## config.mk

```make
export PLATFORM = sky130hd
export DESIGN_NAME = pd_soft_reset_engine
export DESIGN_NICKNAME = d
export VERILOG_FILES = /design/src/logic/pd_soft_reset_pkg.sv /design/src/logic/pd_response_timer.sv /design/src/logic/pd_tx_request.sv /design/src/logic/pd_soft_reset_engine.sv
export VERILOG_INCLUDE_DIRS = /design/src /design/src/logic
export SDC_FILE = /design/constraint.sdc
export NUM_CORES = 1
export LEC_CHECK = 0
export BUFFER_PORTS_ARGS = -buffer_cell sky130_fd_sc_hd__buf_4
export CAP_MARGIN = 20
export CORE_UTILIZATION = 50
export CTS_CLUSTER_DIAMETER = 60
export DETAILED_ROUTE_END_ITERATION = 8
export HOLD_SLACK_MARGIN = 0.06
export PLACE_DENSITY = 0.71
export REMOVE_ABC_BUFFERS = 1
export SLEW_MARGIN = 30
export SYNTH_ARGS = -nofsm -noshare
export SYNTH_HDL_FRONTEND = slang
export SYNTH_SLANG_ARGS = --single-unit
```

## constraint.sdc

```tcl
create_clock -name i_clk_sys -period 2.6 [get_ports i_clk_sys]
set_input_delay 0.52 -clock i_clk_sys [delete_from_list [all_inputs] [get_ports i_clk_sys]]
set_output_delay 0.52 -clock i_clk_sys [all_outputs]
set_load 0.02 [all_outputs]
```

## src/logic/pd_soft_reset_regs.svh

```systemverilog
// timing constants and message codes for the link restart engine
// Notes on behaviour
// - entering own-caps reply: fetch local capabilities, then send them
// - own-caps message sent successfully returns to consumer idle contract
// - policy request for partner offer: send query, back to idle when sent
// - non-interruptible protocol error or retries exhausted: start link restart
// - provider offer fails without ack while unattached: go to attach search
// - failure while voltage moves to new contract: full reset instead
// - power swap supply transition failure: provider recovery, consumer full reset
// - data swap: provider role field mismatch, consumer role change: recovery
// - interruptible sequence error: go idle, handle message there, no restart
// - unexpected message before first send: go idle and handle it normally
// - start link restart: reset protocol layer, send restart, start response timer
// - accept in start state: provider to offer sending, consumer to wait offer
// - consumer start state: timer expiry or send error gives full reset
// - restart message received anywhere: answer state, reset protocol, send accept
// - accept answer sent: provider to offer sending, consumer to wait offer
// - send error in either restart state gives full reset
// - unknown or unsupported message in idle is answered with a not-supported message
`ifndef PD_SOFT_RESET_REGS_SVH
`define PD_SOFT_RESET_REGS_SVH
`define SENDER_RSP_US 30
`define CLK_MHZ 200
`define MSG_SINK_CAPS 4'h4
`define MSG_GET_SRC_CAP 4'h7
`define MSG_GET_SINK_CAP 4'h8
`define MSG_SOFT_RESET 4'hD
`define MSG_ACCEPT 4'h3
`define MSG_NOT_SUPP 4'h0
`endif

```

## src/logic/pd_soft_reset_pkg.sv

```systemverilog
// types for the link restart engine
package pd_soft_reset_pkg;
  typedef enum logic [10:0] {
    ST_IDLE = 11'h001,
    ST_OWN_CAPS_FETCH = 11'h002,
    ST_OWN_CAPS_SEND = 11'h004,
    ST_QUERY_OFFER = 11'h008,
    ST_START_RESET = 11'h010,
    ST_START_SEND = 11'h020,
    ST_ANSWER_RESET = 11'h040,
    ST_ANSWER_SEND = 11'h080,
    ST_NOT_SUPP = 11'h100,
    ST_EXIT = 11'h200,
    ST_HOLD = 11'h400
  } pe_state_t;
  typedef enum logic [5:0] {
    EX_NONE = 6'h01,
    EX_OFFER_SENDING = 6'h02,
    EX_WAIT_OFFER = 6'h04,
    EX_FULL_RESET = 6'h08,
    EX_ATTACH_SEARCH = 6'h10,
    EX_ERROR_RECOVERY = 6'h20
  } pe_exit_t;
  typedef struct packed {
    logic valid;
    logic [3:0] msg_type;
  } pd_msg_t;
  typedef struct packed {
    logic noninterruptible;
    logic first_sent;
    logic in_offer_sending;
    logic attached;
    logic contract_transition;
    logic pr_swap_transition;
    logic dr_swap_field_mismatch;
    logic dr_swap_roles_changing;
  } pd_context_t;
endpackage

```

## src/logic/pd_response_timer.sv

```systemverilog
// one-shot sender response timer
`timescale 1ns/1ps
`default_nettype none
module pd_response_timer #(
  parameter int unsigned CYCLES = 6000
) (
  input wire logic i_clk_sys,
  input wire logic i_srst,
  input wire logic i_start,
  input wire logic i_stop,
  output logic o_expired
);
  logic [15:0] count_q;
  logic run_q;
  always_ff @(posedge i_clk_sys) begin
    if (i_srst || i_stop) begin
      run_q <= 1'b0;
      count_q <= 16'h0000;
      o_expired <= 1'b0;
    end else if (i_start) begin
      run_q <= 1'b1;
      count_q <= 16'(CYCLES - 1);
      o_expired <= 1'b0;
    end else if (run_q) begin
      if (count_q == 16'h0000) begin
        run_q <= 1'b0;
        o_expired <= 1'b1;
      end else begin
        count_q <= count_q - 16'h0001;
      end
    end else begin
      o_expired <= 1'b0;
    end
  end
endmodule
`default_nettype wire

```

## src/logic/pd_tx_request.sv

```systemverilog
// registered transmit request toward the protocol layer
`timescale 1ns/1ps
`default_nettype none
module pd_tx_request
  import pd_soft_reset_pkg::*;
(
  input wire logic i_clk_sys,
  input wire logic i_srst,
  input wire logic i_load,
  input wire logic [3:0] i_msg_type,
  output pd_msg_t o_tx
);
  always_ff @(posedge i_clk_sys) begin
    if (i_srst) begin
      o_tx <= '0;
    end else begin
      o_tx.valid <= i_load;
      o_tx.msg_type <= i_load ? i_msg_type : o_tx.msg_type;
    end
  end
endmodule
`default_nettype wire

```

## src/logic/pd_soft_reset_engine.sv

```systemverilog
// policy engine: consumer requests, link restart and protocol errors
`include "pd_soft_reset_regs.svh"
`timescale 1ns/1ps
`default_nettype none
module pd_soft_reset_engine
  import pd_soft_reset_pkg::*;
#(
  parameter bit IS_PROVIDER = 1'b0,
  parameter int unsigned RSP_CYCLES = `SENDER_RSP_US * `CLK_MHZ
) (
  input wire logic i_clk_sys,
  input wire logic i_srst,
  input wire pd_msg_t i_rx,
  input wire logic i_rx_unsupported,
  input wire logic i_tx_done,
  input wire logic i_tx_error,
  input wire logic i_protocol_error,
  input wire logic i_retries_failed,
  input wire logic i_send_caps_no_ack,
  input wire pd_context_t i_ctx,
  input wire logic i_policy_query_offer,
  input wire logic i_policy_caps_valid,
  input wire logic i_proto_reset_done,
  input wire logic i_exit_ack,
  output pd_msg_t o_tx,
  output logic o_policy_caps_req,
  output logic o_proto_reset_req,
  output logic o_handle_in_idle,
  output logic o_idle,
  output pe_exit_t o_exit,
  output logic o_exit_valid
);
  pe_state_t state_q;
  pe_state_t state_d;
  pe_exit_t exit_d;
  logic tx_load;
  logic [3:0] tx_type;
  logic timer_start;
  logic timer_expired;
  logic fault;
  logic err_idle;

  assign fault = i_retries_failed || (i_protocol_error
    && i_ctx.noninterruptible && i_ctx.first_sent);
  assign err_idle = i_protocol_error
    && (!i_ctx.noninterruptible || !i_ctx.first_sent);

  pd_response_timer #(.CYCLES(RSP_CYCLES)) u_timer (
    .i_clk_sys(i_clk_sys),
    .i_srst(i_srst),
    .i_start(timer_start),
    .i_stop(state_d != ST_START_SEND),
    .o_expired(timer_expired)
  );

  pd_tx_request u_tx (
    .i_clk_sys(i_clk_sys),
    .i_srst(i_srst),
    .i_load(tx_load),
    .i_msg_type(tx_type),
    .o_tx(o_tx)
  );

  // failure routing, priority: exceptions first, then link restart
  function automatic pe_exit_t fault_exit(input pd_context_t c,
                                          input logic no_ack);
    pe_exit_t e;
    e = EX_NONE;
    if (IS_PROVIDER && c.in_offer_sending && !c.attached && no_ack) begin
      e = EX_ATTACH_SEARCH;
    end else if (c.contract_transition) begin
      e = EX_FULL_RESET;
    end else if (c.pr_swap_transition) begin
      e = IS_PROVIDER ? EX_ERROR_RECOVERY : EX_FULL_RESET;
    end else if (IS_PROVIDER ? c.dr_swap_field_mismatch
                             : c.dr_swap_roles_changing) begin
      e = EX_ERROR_RECOVERY;
    end
    return e;
  endfunction

  always_comb begin
    state_d = state_q;
    exit_d = EX_NONE;
    tx_load = 1'b0;
    tx_type = `MSG_NOT_SUPP;
    timer_start = 1'b0;
    if (i_rx.valid && i_rx.msg_type == `MSG_SOFT_RESET) begin
      state_d = ST_ANSWER_RESET;
    end else if (fault && state_q != ST_EXIT && state_q != ST_HOLD) begin
      exit_d = fault_exit(i_ctx, i_send_caps_no_ack);
      state_d = (exit_d == EX_NONE) ? ST_START_RESET : ST_EXIT;
    end else if (err_idle && state_q != ST_EXIT && state_q != ST_HOLD) begin
      state_d = ST_IDLE;
    end else begin
      case (state_q)
        ST_IDLE: begin
          if (i_rx.valid && i_rx_unsupported) begin
            tx_load = 1'b1;
            tx_type = `MSG_NOT_SUPP;
            state_d = ST_NOT_SUPP;
          end else if (!IS_PROVIDER && i_policy_query_offer) begin
            tx_load = 1'b1;
            tx_type = `MSG_GET_SRC_CAP;
            state_d = ST_QUERY_OFFER;
          end else if (!IS_PROVIDER && i_rx.valid
                       && i_rx.msg_type == `MSG_GET_SINK_CAP) begin
            state_d = ST_OWN_CAPS_FETCH;
          end
        end
        ST_OWN_CAPS_FETCH: begin
          if (i_policy_caps_valid) begin
            tx_load = 1'b1;
            tx_type = `MSG_SINK_CAPS;
            state_d = ST_OWN_CAPS_SEND;
          end
        end
        ST_OWN_CAPS_SEND: begin
          if (i_tx_done) begin
            state_d = ST_IDLE;
          end
        end
        ST_QUERY_OFFER: begin
          if (i_tx_done) begin
            state_d = ST_IDLE;
          end
        end
        ST_NOT_SUPP: begin
          if (i_tx_done) begin
            state_d = ST_IDLE;
          end
        end
        ST_START_RESET: begin
          if (i_proto_reset_done) begin
            tx_load = 1'b1;
            tx_type = `MSG_SOFT_RESET;
            timer_start = 1'b1;
            state_d = ST_START_SEND;
          end
        end
        ST_START_SEND: begin
          if (i_tx_error || timer_expired) begin
            exit_d = EX_FULL_RESET;
            state_d = ST_EXIT;
          end else if (i_rx.valid && i_rx.msg_type == `MSG_ACCEPT) begin
            exit_d = IS_PROVIDER ? EX_OFFER_SENDING : EX_WAIT_OFFER;
            state_d = ST_EXIT;
          end
        end
        ST_ANSWER_RESET: begin
          if (i_proto_reset_done) begin
            tx_load = 1'b1;
            tx_type = `MSG_ACCEPT;
            state_d = ST_ANSWER_SEND;
          end
        end
        ST_ANSWER_SEND: begin
          if (i_tx_error) begin
            exit_d = EX_FULL_RESET;
            state_d = ST_EXIT;
          end else if (i_tx_done) begin
            exit_d = IS_PROVIDER ? EX_OFFER_SENDING : EX_WAIT_OFFER;
            state_d = ST_EXIT;
          end
        end
        ST_EXIT: begin
          state_d = ST_HOLD;
        end
        ST_HOLD: begin
          if (i_exit_ack) begin
            state_d = ST_IDLE;
          end
        end
        default: begin
          state_d = ST_IDLE;
        end
      endcase
    end
  end

  always_ff @(posedge i_clk_sys) begin
    if (i_srst) begin
      state_q <= ST_IDLE;
    end else begin
      state_q <= state_d;
    end
  end

  always_ff @(posedge i_clk_sys) begin
    if (i_srst) begin
      o_exit <= EX_NONE;
      o_exit_valid <= 1'b0;
    end else begin
      o_exit_valid <= (state_d == ST_EXIT) && (state_q != ST_EXIT);
      if (state_d == ST_EXIT && state_q != ST_EXIT) begin
        o_exit <= exit_d;
      end
    end
  end

  always_ff @(posedge i_clk_sys) begin
    if (i_srst) begin
      o_policy_caps_req <= 1'b0;
      o_proto_reset_req <= 1'b0;
      o_handle_in_idle <= 1'b0;
      o_idle <= 1'b1;
    end else begin
      o_policy_caps_req <= (state_d == ST_OWN_CAPS_FETCH)
        && (state_q != ST_OWN_CAPS_FETCH);
      o_proto_reset_req <= ((state_d == ST_START_RESET)
        && (state_q != ST_START_RESET)) || ((state_d == ST_ANSWER_RESET)
        && (state_q != ST_ANSWER_RESET));
      o_handle_in_idle <= err_idle && state_d == ST_IDLE;
      o_idle <= state_d == ST_IDLE;
    end
  end
endmodule
`default_nettype wire

```

After elaboration in Yosys (flattened, before gate mapping)
Index checks and enable logic that the tools add are counted.
Storage, ports and cells
  register bits after elaboration: 45
Cells by class
  bitwise gates (word level): 2
  add/subtract/negate cells: 1
  multiplexer cells: 57
  equality and inequality tests: 27
  reduce and logical (&&, ||, !) cells: 31
Operators by type and width (count)
  two-way mux 11 bit: 15
  one-hot mux 11 bit (9 select lines): 1
  two-way mux 6 bit: 7
  two-way mux 13 bit: 3
  two-way mux 4 bit: 7
  == test 11 x 1 -> 1 bit, second input constant: 2
  == test 11 x 10 -> 1 bit, second input constant: 2
  == test 11 x 2 -> 1 bit, second input constant: 2
  == test 11 x 5 -> 1 bit, second input constant: 2
  == test 11 x 7 -> 1 bit, second input constant: 2
  logical AND 1 bit: 16
  logical NOT 16 bit: 1
  one-hot mux 4 bit (4 select lines): 1
  subtractor 16 x 1 -> 16 bit, second input constant: 1
  two-way mux 3 bit: 5
  two-way mux 1 bit: 14
  == test 11 bit, second input constant: 1
  == test 11 x 3 -> 1 bit, second input constant: 1
  == test 11 x 4 -> 1 bit, second input constant: 1
  == test 11 x 6 -> 1 bit, second input constant: 1
  == test 11 x 8 -> 1 bit, second input constant: 1
  == test 11 x 9 -> 1 bit, second input constant: 1
  != test 11 x 10 -> 1 bit, second input constant: 1
  != test 11 bit, second input constant: 1
  19 further kinds: 29

Depth between registers and ports, before layout
Gate-level depths: netlist of the first run.
  word-level depth: 14
  gate-level depth with buffers: 11
  mapped depth without buffers: 8

Hierarchy
A second synthesis of the first run with hierarchy kept.
Unflattened totals
  cell total of the unflattened synthesis: 323
  area, all modules: 2586.2 µm²
By module, submodules not included
  pd_soft_reset_engine: area an instance 1476.4 µm², seq. area each 400.4 µm², cells an instance 203, times used 1
  pd_response_timer: area an instance 937.1 µm², seq. area each 360.3 µm², cells an instance 105, times used 1
  pd_tx_request: area an instance 172.7 µm², seq. area each 100.1 µm², cells an instance 15, times used 1

Worst setup path before layout of the first run
OpenSTA, ideal clock, no wires.
  kind: reg-to-reg
  from: register u_timer.count_q[7]
  to: register u_timer.count_q[9]
  data required time: 2.467 ns
  setup time: 0.133 ns
  stages on the path, launching flop included: 8
  data arrival time: 2.131 ns
  setup slack: 0.337 ns
  path buffers: 0
  period minus slack after synthesis: 2.263 ns
  path through: dfxtp_1 or4_4 or4_4 o31ai_4 or3_4 nor4_1 xnor2_1 a21oi_1
Between the ends
  longest elaborated chain between the ends: 4
  elaborated cells between the ends (all ways): 7
  those cells by class: 1 x add/sub; 1 x eq/ne; 3 x mux; 2 x reduce/logical
RTL lines
  start: declaration: RTL line pd_response_timer.sv:13  | logic [15:0] count_q;
  start signal: assignment: RTL line pd_response_timer.sv:22  | count_q <= 16'(CYCLES - 1);
  start signal: assignment: RTL line pd_response_timer.sv:29  | count_q <= count_q - 16'h0001;
  subtractor 16 x 1 -> 16 bit: RTL line pd_response_timer.sv:29
  two-way mux 13 bit: RTL line pd_response_timer.sv:25  | if (count_q == 16'h0000) begin
  two-way mux 13 bit: RTL line pd_response_timer.sv:24  | end else if (run_q) begin
  two-way mux 13 bit: RTL line pd_response_timer.sv:20  | end else if (i_start) begin
Several ways; a longest one is shown, not always the timed one. The select of a mux whose other input is x is not followed.
A chain may end at the register's enable or synchronous reset.

Worst setup path in the final report of the first run
  from: register state_q[5]
  to: register o_proto_reset_req
Between the ends
  longest elaborated chain between the ends: 10
  elaborated cells between the ends (all ways): 41
  those cells by class: 17 x eq/ne; 16 x mux; 8 x reduce/logical
RTL lines
  start: declaration: RTL line pd_soft_reset_engine.sv:33  | pe_state_t state_q;
  start signal: assignment: RTL line pd_soft_reset_engine.sv:185  | state_q <= state_d;
  parallel branches: the longest is 9 deep, another holds == test 11 x 9 -> 1 bit
  logical OR 1 bit *: RTL line pd_soft_reset_engine.sv:211  | && (state_q != ST_START_RESET)) || ((state_d == ST_ANSWER_RESET)
  end signal: assignment: RTL line pd_soft_reset_engine.sv:210  | o_proto_reset_req <= ((state_d == ST_START_RESET)
  end: declaration: RTL line pd_soft_reset_engine.sv:27  | output logic o_proto_reset_req,
Every way passes the cells marked *.

==> metrics.cfg, run 1 <==
[finish]
fin_nets = 346
n_antenna_cell = 0
area_growth_pct = 18.9
drive_gt1_share_pct = 22.4
post-route-util_pct = 63.5

[timing]
worst_pin_slew_ps = 496
rsz0062_at_grt = no
fin_crit_sh_pct = 95.3
max-slew-margin-rel_pct = 66.8
setup_viol = 0
hold_viol_final = 0
drv_slew = 0
fmax_mhz = 404
finClkSkew_ps = 8.22
tns_ps = 0
finalCriticalPeriod_ps = 2480

[clock_network]
cts_tree = built
numCtsBuffers = 5
ctsLongestPathBuffers = 2
htreeDepth = 2
clkTransAtPathRegs_ps = 90
clock_sinks = 43
worstSkewPairLatency_ps = 290
cts_hold_buf = 0
clockRootBuffer = clkbuf_8

[placement]
dp.final_hpwl_um = 4350
gp_congestion = 0.968
port-buffer-count = 34

[min_path]
hold_class = reg -> reg
hp-start = o_exit[0]$_SDFFE_PP1P_

[synth]
synth-edff-count = 0
ys_ff_latch = 43
synth_area_leader_cell = dfxtp_1
synth_top_area_share_pct = 36.3
synth_area_leaders = dfxtp_1 36%, nor3_1 5.3%, nor2_1 4.4%, a21oi_1 4.0%, xor2_1 3.7%
async_reset_ff_share_pct = 0
yosysUniqueCellTypes = 62
ys_warn_count = 0
ys.flop_type = dfxtp_1
synth_cells = 279
syn_area_per_cell_um2 = 8.50
ys_seq_area_share_pct = 36.3
syn_area_um2 = 2370

[critical_path]
endpoint_kind = flop
crit_start = state_q[5]$_SDFF_PP0_
cp.required_ps = 2840
criticalPathCategory = reg -> reg
critical_path_arrival_ps = 2720
r2r_start = state_q[5]$_SDFF_PP0_
crit_path_start_kind = flop
worstPathMaxFanout = 11

[status]
violations = design-rule violations
status = complete, but fails checks

[global_routing]
grt_pass1_vias = 2064
grt_antenna_before_repair = 0
grtUsageTotal_pct = 24.2
overflow = 0
grt_pass1_wl_um = 9610
grt_max_degree = 20

[detailed_routing]
via_count = 2212
dr.pass1.iters = 6
wl_per_cell_um = 15.3
drt_iter0_markers = 176
route.detailed.drc = 8
wl_um = 5720
ant_nets = 0
viasPerCell = 5.93

[power_and_ir_drop]
sw_frac_of_total_pct = 28.1
p_int_mw = 0.954
combPwrFrac_pct = 15.2
p_sw_mw = 0.373
ir_drop_mv = 0.334
p_seq_share_pct = 51.6
p_leak_nw = 1.08
pwr_density_cell_nw_per_um2 = 471
p_clk_share_pct = 33.2

[job]
maxCapViolCount = 0

[die]
die_w_um = 70.9
io_pins = 41
rows = 24
dieHeight_um = 70.9
die-area_um2 = 5020
start_util_pct = 53.4
core_um2 = 4440

-- critical path: stages (launching register included) --
cell	delay, ps
dfxtp_1	420
nor4_4	470
and4_1	340
or4b_1	520
nand3b_1	190
a31oi_1	130
nor3_1	180
o211a_1	180
-- power by group through the flow --
stage | registers, mW | logic (mW) | clock network, mW
finish | 0.685 | 0.202 | 0.441
CTS | 0.685 | 0.200 | 0.450
floorplan | 0.714 | 0.0967 | 0
global placement | 0.699 | 0.196 | 0
global route | 0.686 | 0.218 | 0.478
detailed placement | 0.700 | 0.199 | 0
-- final timing paths --
path	to	slack (ps)	cells past startpoint
max	o_proto_reset_req$_SDFF_PP0_	120	7
min	o_exit[0]$_SDFFE_PP1P_	470	1
max reg2reg	o_proto_reset_req$_SDFF_PP0_	120	7
min reg2reg	o_exit[0]$_SDFFE_PP1P_	470	1
-- layout by cell type, fill, tap and decap left out, drive strengths merged, types with 3 or more instances in the layout --
master,count
nor4b,3
nand2b,6
buf,48
or2,3
nor2b,6
or3,4
nor3,25
nor2,28
inv,6
nor4,7
a21oi,19
or4,3
dfxtp,43
and2,3
and4,4
nand4,3
a21o,3
xnor2,8
nand2,18
nor3b,3
o21ai,8
or4b,4
xor2,10
nand3,7
clkbuf,5
a311oi,4
a31oi,4
-- kinds of logic after synthesis --
logic type / Yosys count / share of synthesized area (%)
buf+inv: 20 / 4.69
other cells: 1 / 0.158
flops: 43 / 36.3
xor+xnor: 18 / 6.65
fa+ha+maj: 1 / 0.527
simple gates: 134 / 32.3
compound gates: 62 / 19.4
-- timing repair --
item	4_1_cts	5_1_grt
setup buffers	0	0
setup endpoints to repair	0	2
gates resized for setup	0	1
-- per-stage QoR --
stage	std cells	setup WS (ps)	power [mW]	cell area (um^2)	hold slack (ps)
after detailed placement	365	152	0.899	2720	450
after global routing	373	27.7	1.38	2820	486
after global placement	365	200	0.895	2720	438
final	373	123	1.33	2820	470
after floorplan	265	330	0.811	2280	477
after CTS	373	157	1.33	2810	473
-- area by class of cell --
type                       instances  area, um^2
fill                             411        1620
clock buffer                       5        68.8
clock inverter                     3        23.8
sequential                        43         861
tap                               52        65.1
timing repair buffer              48         373
multi-input combinational        217        1410
inverter                           5        18.8
-- layer usage --
layer | GRT usage (%) | vias up | wire [um] | part of all wire [%]
met4 | 8.44 | 0 | 101 | 1.8
li1 | - | 1111 | - | -
met3 | 3.56 | 10 | 265 | 4.6
met2 | 43.4 | 60 | 2870 | 50
met5 | 0 | - | 0 | 0
met1 | 29.5 | 1031 | 2480 | 43
-- synthesized netlist by cell type, drive strengths merged (5+ instances only) --
cell type and n:
nor2b 6, nor3 25, xnor2 8, nor4 7
nand2 18, o21ai 8, buf 11, a21oi 19
nor2 28, nand3 7, inv 5, nand2b 6
xor2 10, dfxtp 43
-- sequential cells by signal, indices dropped and copies added, names as in the netlist --
register and flops:
o_proto_reset_req 1, u_timer.run_q 1, o_handle_in_idle 1, o_exit 4
o_exit_valid 1, o_idle 1, u_tx.o_tx 5, u_timer.count_q 16
o_policy_caps_req 1, state_q 11, u_timer.o_expired 1
Note: power is estimated with default switching activity, not from simulation.
==> run 2, diff against run 1 <==
--- a/config.mk
+++ b/config.mk
@@ -8,11 +8,11 @@
 export LEC_CHECK = 0
 export BUFFER_PORTS_ARGS = -buffer_cell sky130_fd_sc_hd__buf_4
 export CAP_MARGIN = 20
-export CORE_UTILIZATION = 50
+export CORE_UTILIZATION = 52
 export CTS_CLUSTER_DIAMETER = 60
 export DETAILED_ROUTE_END_ITERATION = 8
 export HOLD_SLACK_MARGIN = 0.06
-export PLACE_DENSITY = 0.71
+export PLACE_DENSITY = 0.74
 export REMOVE_ABC_BUFFERS = 1
 export SLEW_MARGIN = 30
 export SYNTH_ARGS = -nofsm -noshare
==> run 2 against run 1 <==
Net effect:
- the run now ends clean
- clock power increased by 40%
- final cell count increased by 0.80%
- core utilization increased by 2.4 points
- first-iteration DRC count decreased by 14%
- routed wire length decreased by 3.6%
- cell area increased by 2.4%
- critical path type unchanged
- critical endpoint is now u_timer.count_q[9]$_SDFFE_PP0P_
- largest power group unchanged
==> metrics.cfg, run 2 (synthesis results as in run 1) <==
[clock_network]
clkTransAtPathRegs_ps = 80  ; about the same
cts_hold_buf = 0  ; unchanged
clock_sinks = 43  ; unchanged
clockRootBuffer = clkbuf_8
worstSkewPairLatency_ps = 300  ; about the same
cts_tree = built
ctsLongestPathBuffers = 2  ; unchanged
numCtsBuffers = 5  ; unchanged
htreeDepth = 2  ; unchanged

[finish]
n_antenna_cell = 0  ; unchanged
area_growth_pct = 21.7
largest_registers = u_timer.count_q (16), state_q (11), u_tx.o_tx (5)
final_common_cell = buf_4
drive_gt1_share_pct = 23.1  ; +0.72 points
final_cell_mix = 50 x buf_4, 43 x dfxtp_1, 28 x nor2_1
fin_nets = 349  ; +0.87%
largest_reg_flops = 16  ; unchanged
top_register = u_timer.count_q

[global_routing]
grt_max_degree = 20  ; unchanged
grt_pass1_vias = 1970  ; -4.6%
overflow = 0  ; unchanged
grt_pass1_wl_um = 9090  ; -5.4%
grtUsageTotal_pct = 23.5  ; -0.73 points
grt_antenna_before_repair = 0  ; unchanged

[timing]
tns_ps = 0  ; unchanged
setup_viol = 0  ; unchanged
hold_viol_final = 0  ; unchanged
finClkSkew_ps = 6.00  ; -2.22 ps
rsz0062_at_grt = no
fmax_mhz = 416  ; +3.1%
worst_pin_slew_ps = 490  ; -6.75 ps
drv_slew = 0  ; unchanged
fin_crit_sh_pct = 92.4  ; -2.8 points
finalCriticalPeriod_ps = 2400  ; -73.5 ps
max-slew-margin-rel_pct = 66.9  ; +0.11 points

[die]
start_util_pct = 54.1  ; +0.73 points
dieHeight_um = 69.5  ; -1.9%
rows = 24  ; unchanged
die-area_um2 = 4840  ; -3.7%
core_um2 = 4380  ; -1.4%
die_w_um = 69.5  ; -1.9%
io_pins = 41  ; unchanged

[detailed_routing]
ant_nets = 0  ; unchanged
wl_um = 5510  ; -3.6%
route.detailed.drc = 0  ; -8
wl_per_cell_um = 14.7  ; -4.4%
via_count = 2185  ; -1.2%
dr.pass1.iters = 4  ; -2
viasPerCell = 5.81  ; -2.0%
drt_iter0_markers = 152  ; -14%

[critical_path]
max_stage_delay_ps = 560  ; +40 ps
reg2reg_slack_ps = 200  ; +70 ps
reg2reg_to = u_timer.count_q[9]$_SDFFE_PP0P_
cp.required_ps = 2760  ; -80 ps
critical_path_arrival_ps = 2570  ; -150 ps
endpoint_kind = flop
crit_path_start_kind = flop
cp_cell_sequence = or4_4, or4_4, o31ai_4, or3_4, nor4_1, xnor2_1, a21oi_1
cp_slowest_cell = or4_4
r2r_start = u_timer.count_q[7]$_SDFFE_PP0P_
r2r_cells = 7  ; unchanged
criticalPathCategory = reg -> reg
worstPathMaxFanout = 7  ; -4
crit_path_frequent_cell = or4_4

[job]
maxCapViolCount = 0  ; unchanged

[power_and_ir_drop]
p_total_mw = 1.51  ; +14%
ir_drop_mv = 0.314  ; -6.1%
p_leak_nw = 1.12  ; +3.4%
pwr_density_cell_nw_per_um2 = 522  ; +11%

[placement]
dp.final_hpwl_um = 4200  ; -3.5%
port-buffer-count = 34  ; unchanged
gp_congestion = 0.877  ; -9.4%

[min_path]
hold-path-endpoint = o_exit[0]$_SDFFE_PP1P_
min_delay_path_depth = 1  ; unchanged
hold_class = reg -> reg
hp-start = o_exit[0]$_SDFFE_PP1P_

[status]
status = complete, no violations

-- run 2: repair_timing --
item | CTS | global route
setup endpoints to repair | 0 | 1
gates resized for setup | 0 | 1
buffers inserted | 0 | 1
-- run 2: where the power goes --
part	internal, mW	switching [mW]	total, mW
sequential	0.674	0.0101	0.684
clock	0.383	0.233	0.616
combinational	0.0953	0.113	0.208
total	1.15	0.356	1.51
-- run 2: worst max path at each step --
stage / from / to / cells past startpoint
global placement: i_rx[3] / o_proto_reset_req$_SDFF_PP0_ / 9
CTS: u_timer.count_q[7]$_SDFFE_PP0P_ / u_timer.count_q[9]$_SDFFE_PP0P_ / 7
global route: state_q[6]$_SDFF_PP0_ / u_tx.o_tx[0]$_SDFFE_PP0P_ / 8
finish: u_timer.count_q[7]$_SDFFE_PP0P_ / u_timer.count_q[9]$_SDFFE_PP0P_ / 7
floorplan: u_timer.count_q[7]$_SDFFE_PP0P_ / u_timer.count_q[9]$_SDFFE_PP0P_ / 7
detailed placement: i_rx[3] / o_proto_reset_req$_SDFF_PP0_ / 9
-- run 2: final cells by class --
type | instances | area [um^2]
Timing Repair Buffer | 51 | 395
Inverter | 5 | 18.8
Fill cell | 391 | 1500
Sequential cell | 43 | 861
Multi-Input combinational cell | 217 | 1410
Clock buffer | 5 | 68.8
Clock inverter | 3 | 67.6
Tap cell | 52 | 65.1
-- run 2: critical path: cells and delay by family (launching register included) --
kind / cells / cell delay [ps]
flip-flops: 1 / 350
AO/OA/AOI/OAI: 2 / 480
AND/OR/NAND/NOR: 4 / 1300
XOR/XNOR: 1 / 150
-- run 2: routing by layer --
layer  track usage [%]  wire length, um
met5                 0                0
met4              8.39               82
met3              4.94              277
met2              40.0             2720
met1              29.1             2430
-- run 2: per-stage QoR --
step | area [um^2] | cells | setup slack, ps | util (%) | hold slack (ps)
after CTS | 2870 | 375 | 193 | 65.5 | 462
after global routing | 2890 | 376 | 27.3 | 65.8 | 482
after detailed placement | 2740 | 367 | 196 | 62.4 | 443
final | 2890 | 376 | 196 | 65.8 | 458
after floorplan | 2280 | 265 | 330 | - | 477
after global placement | 2740 | 367 | 188 | 62.4 | 440
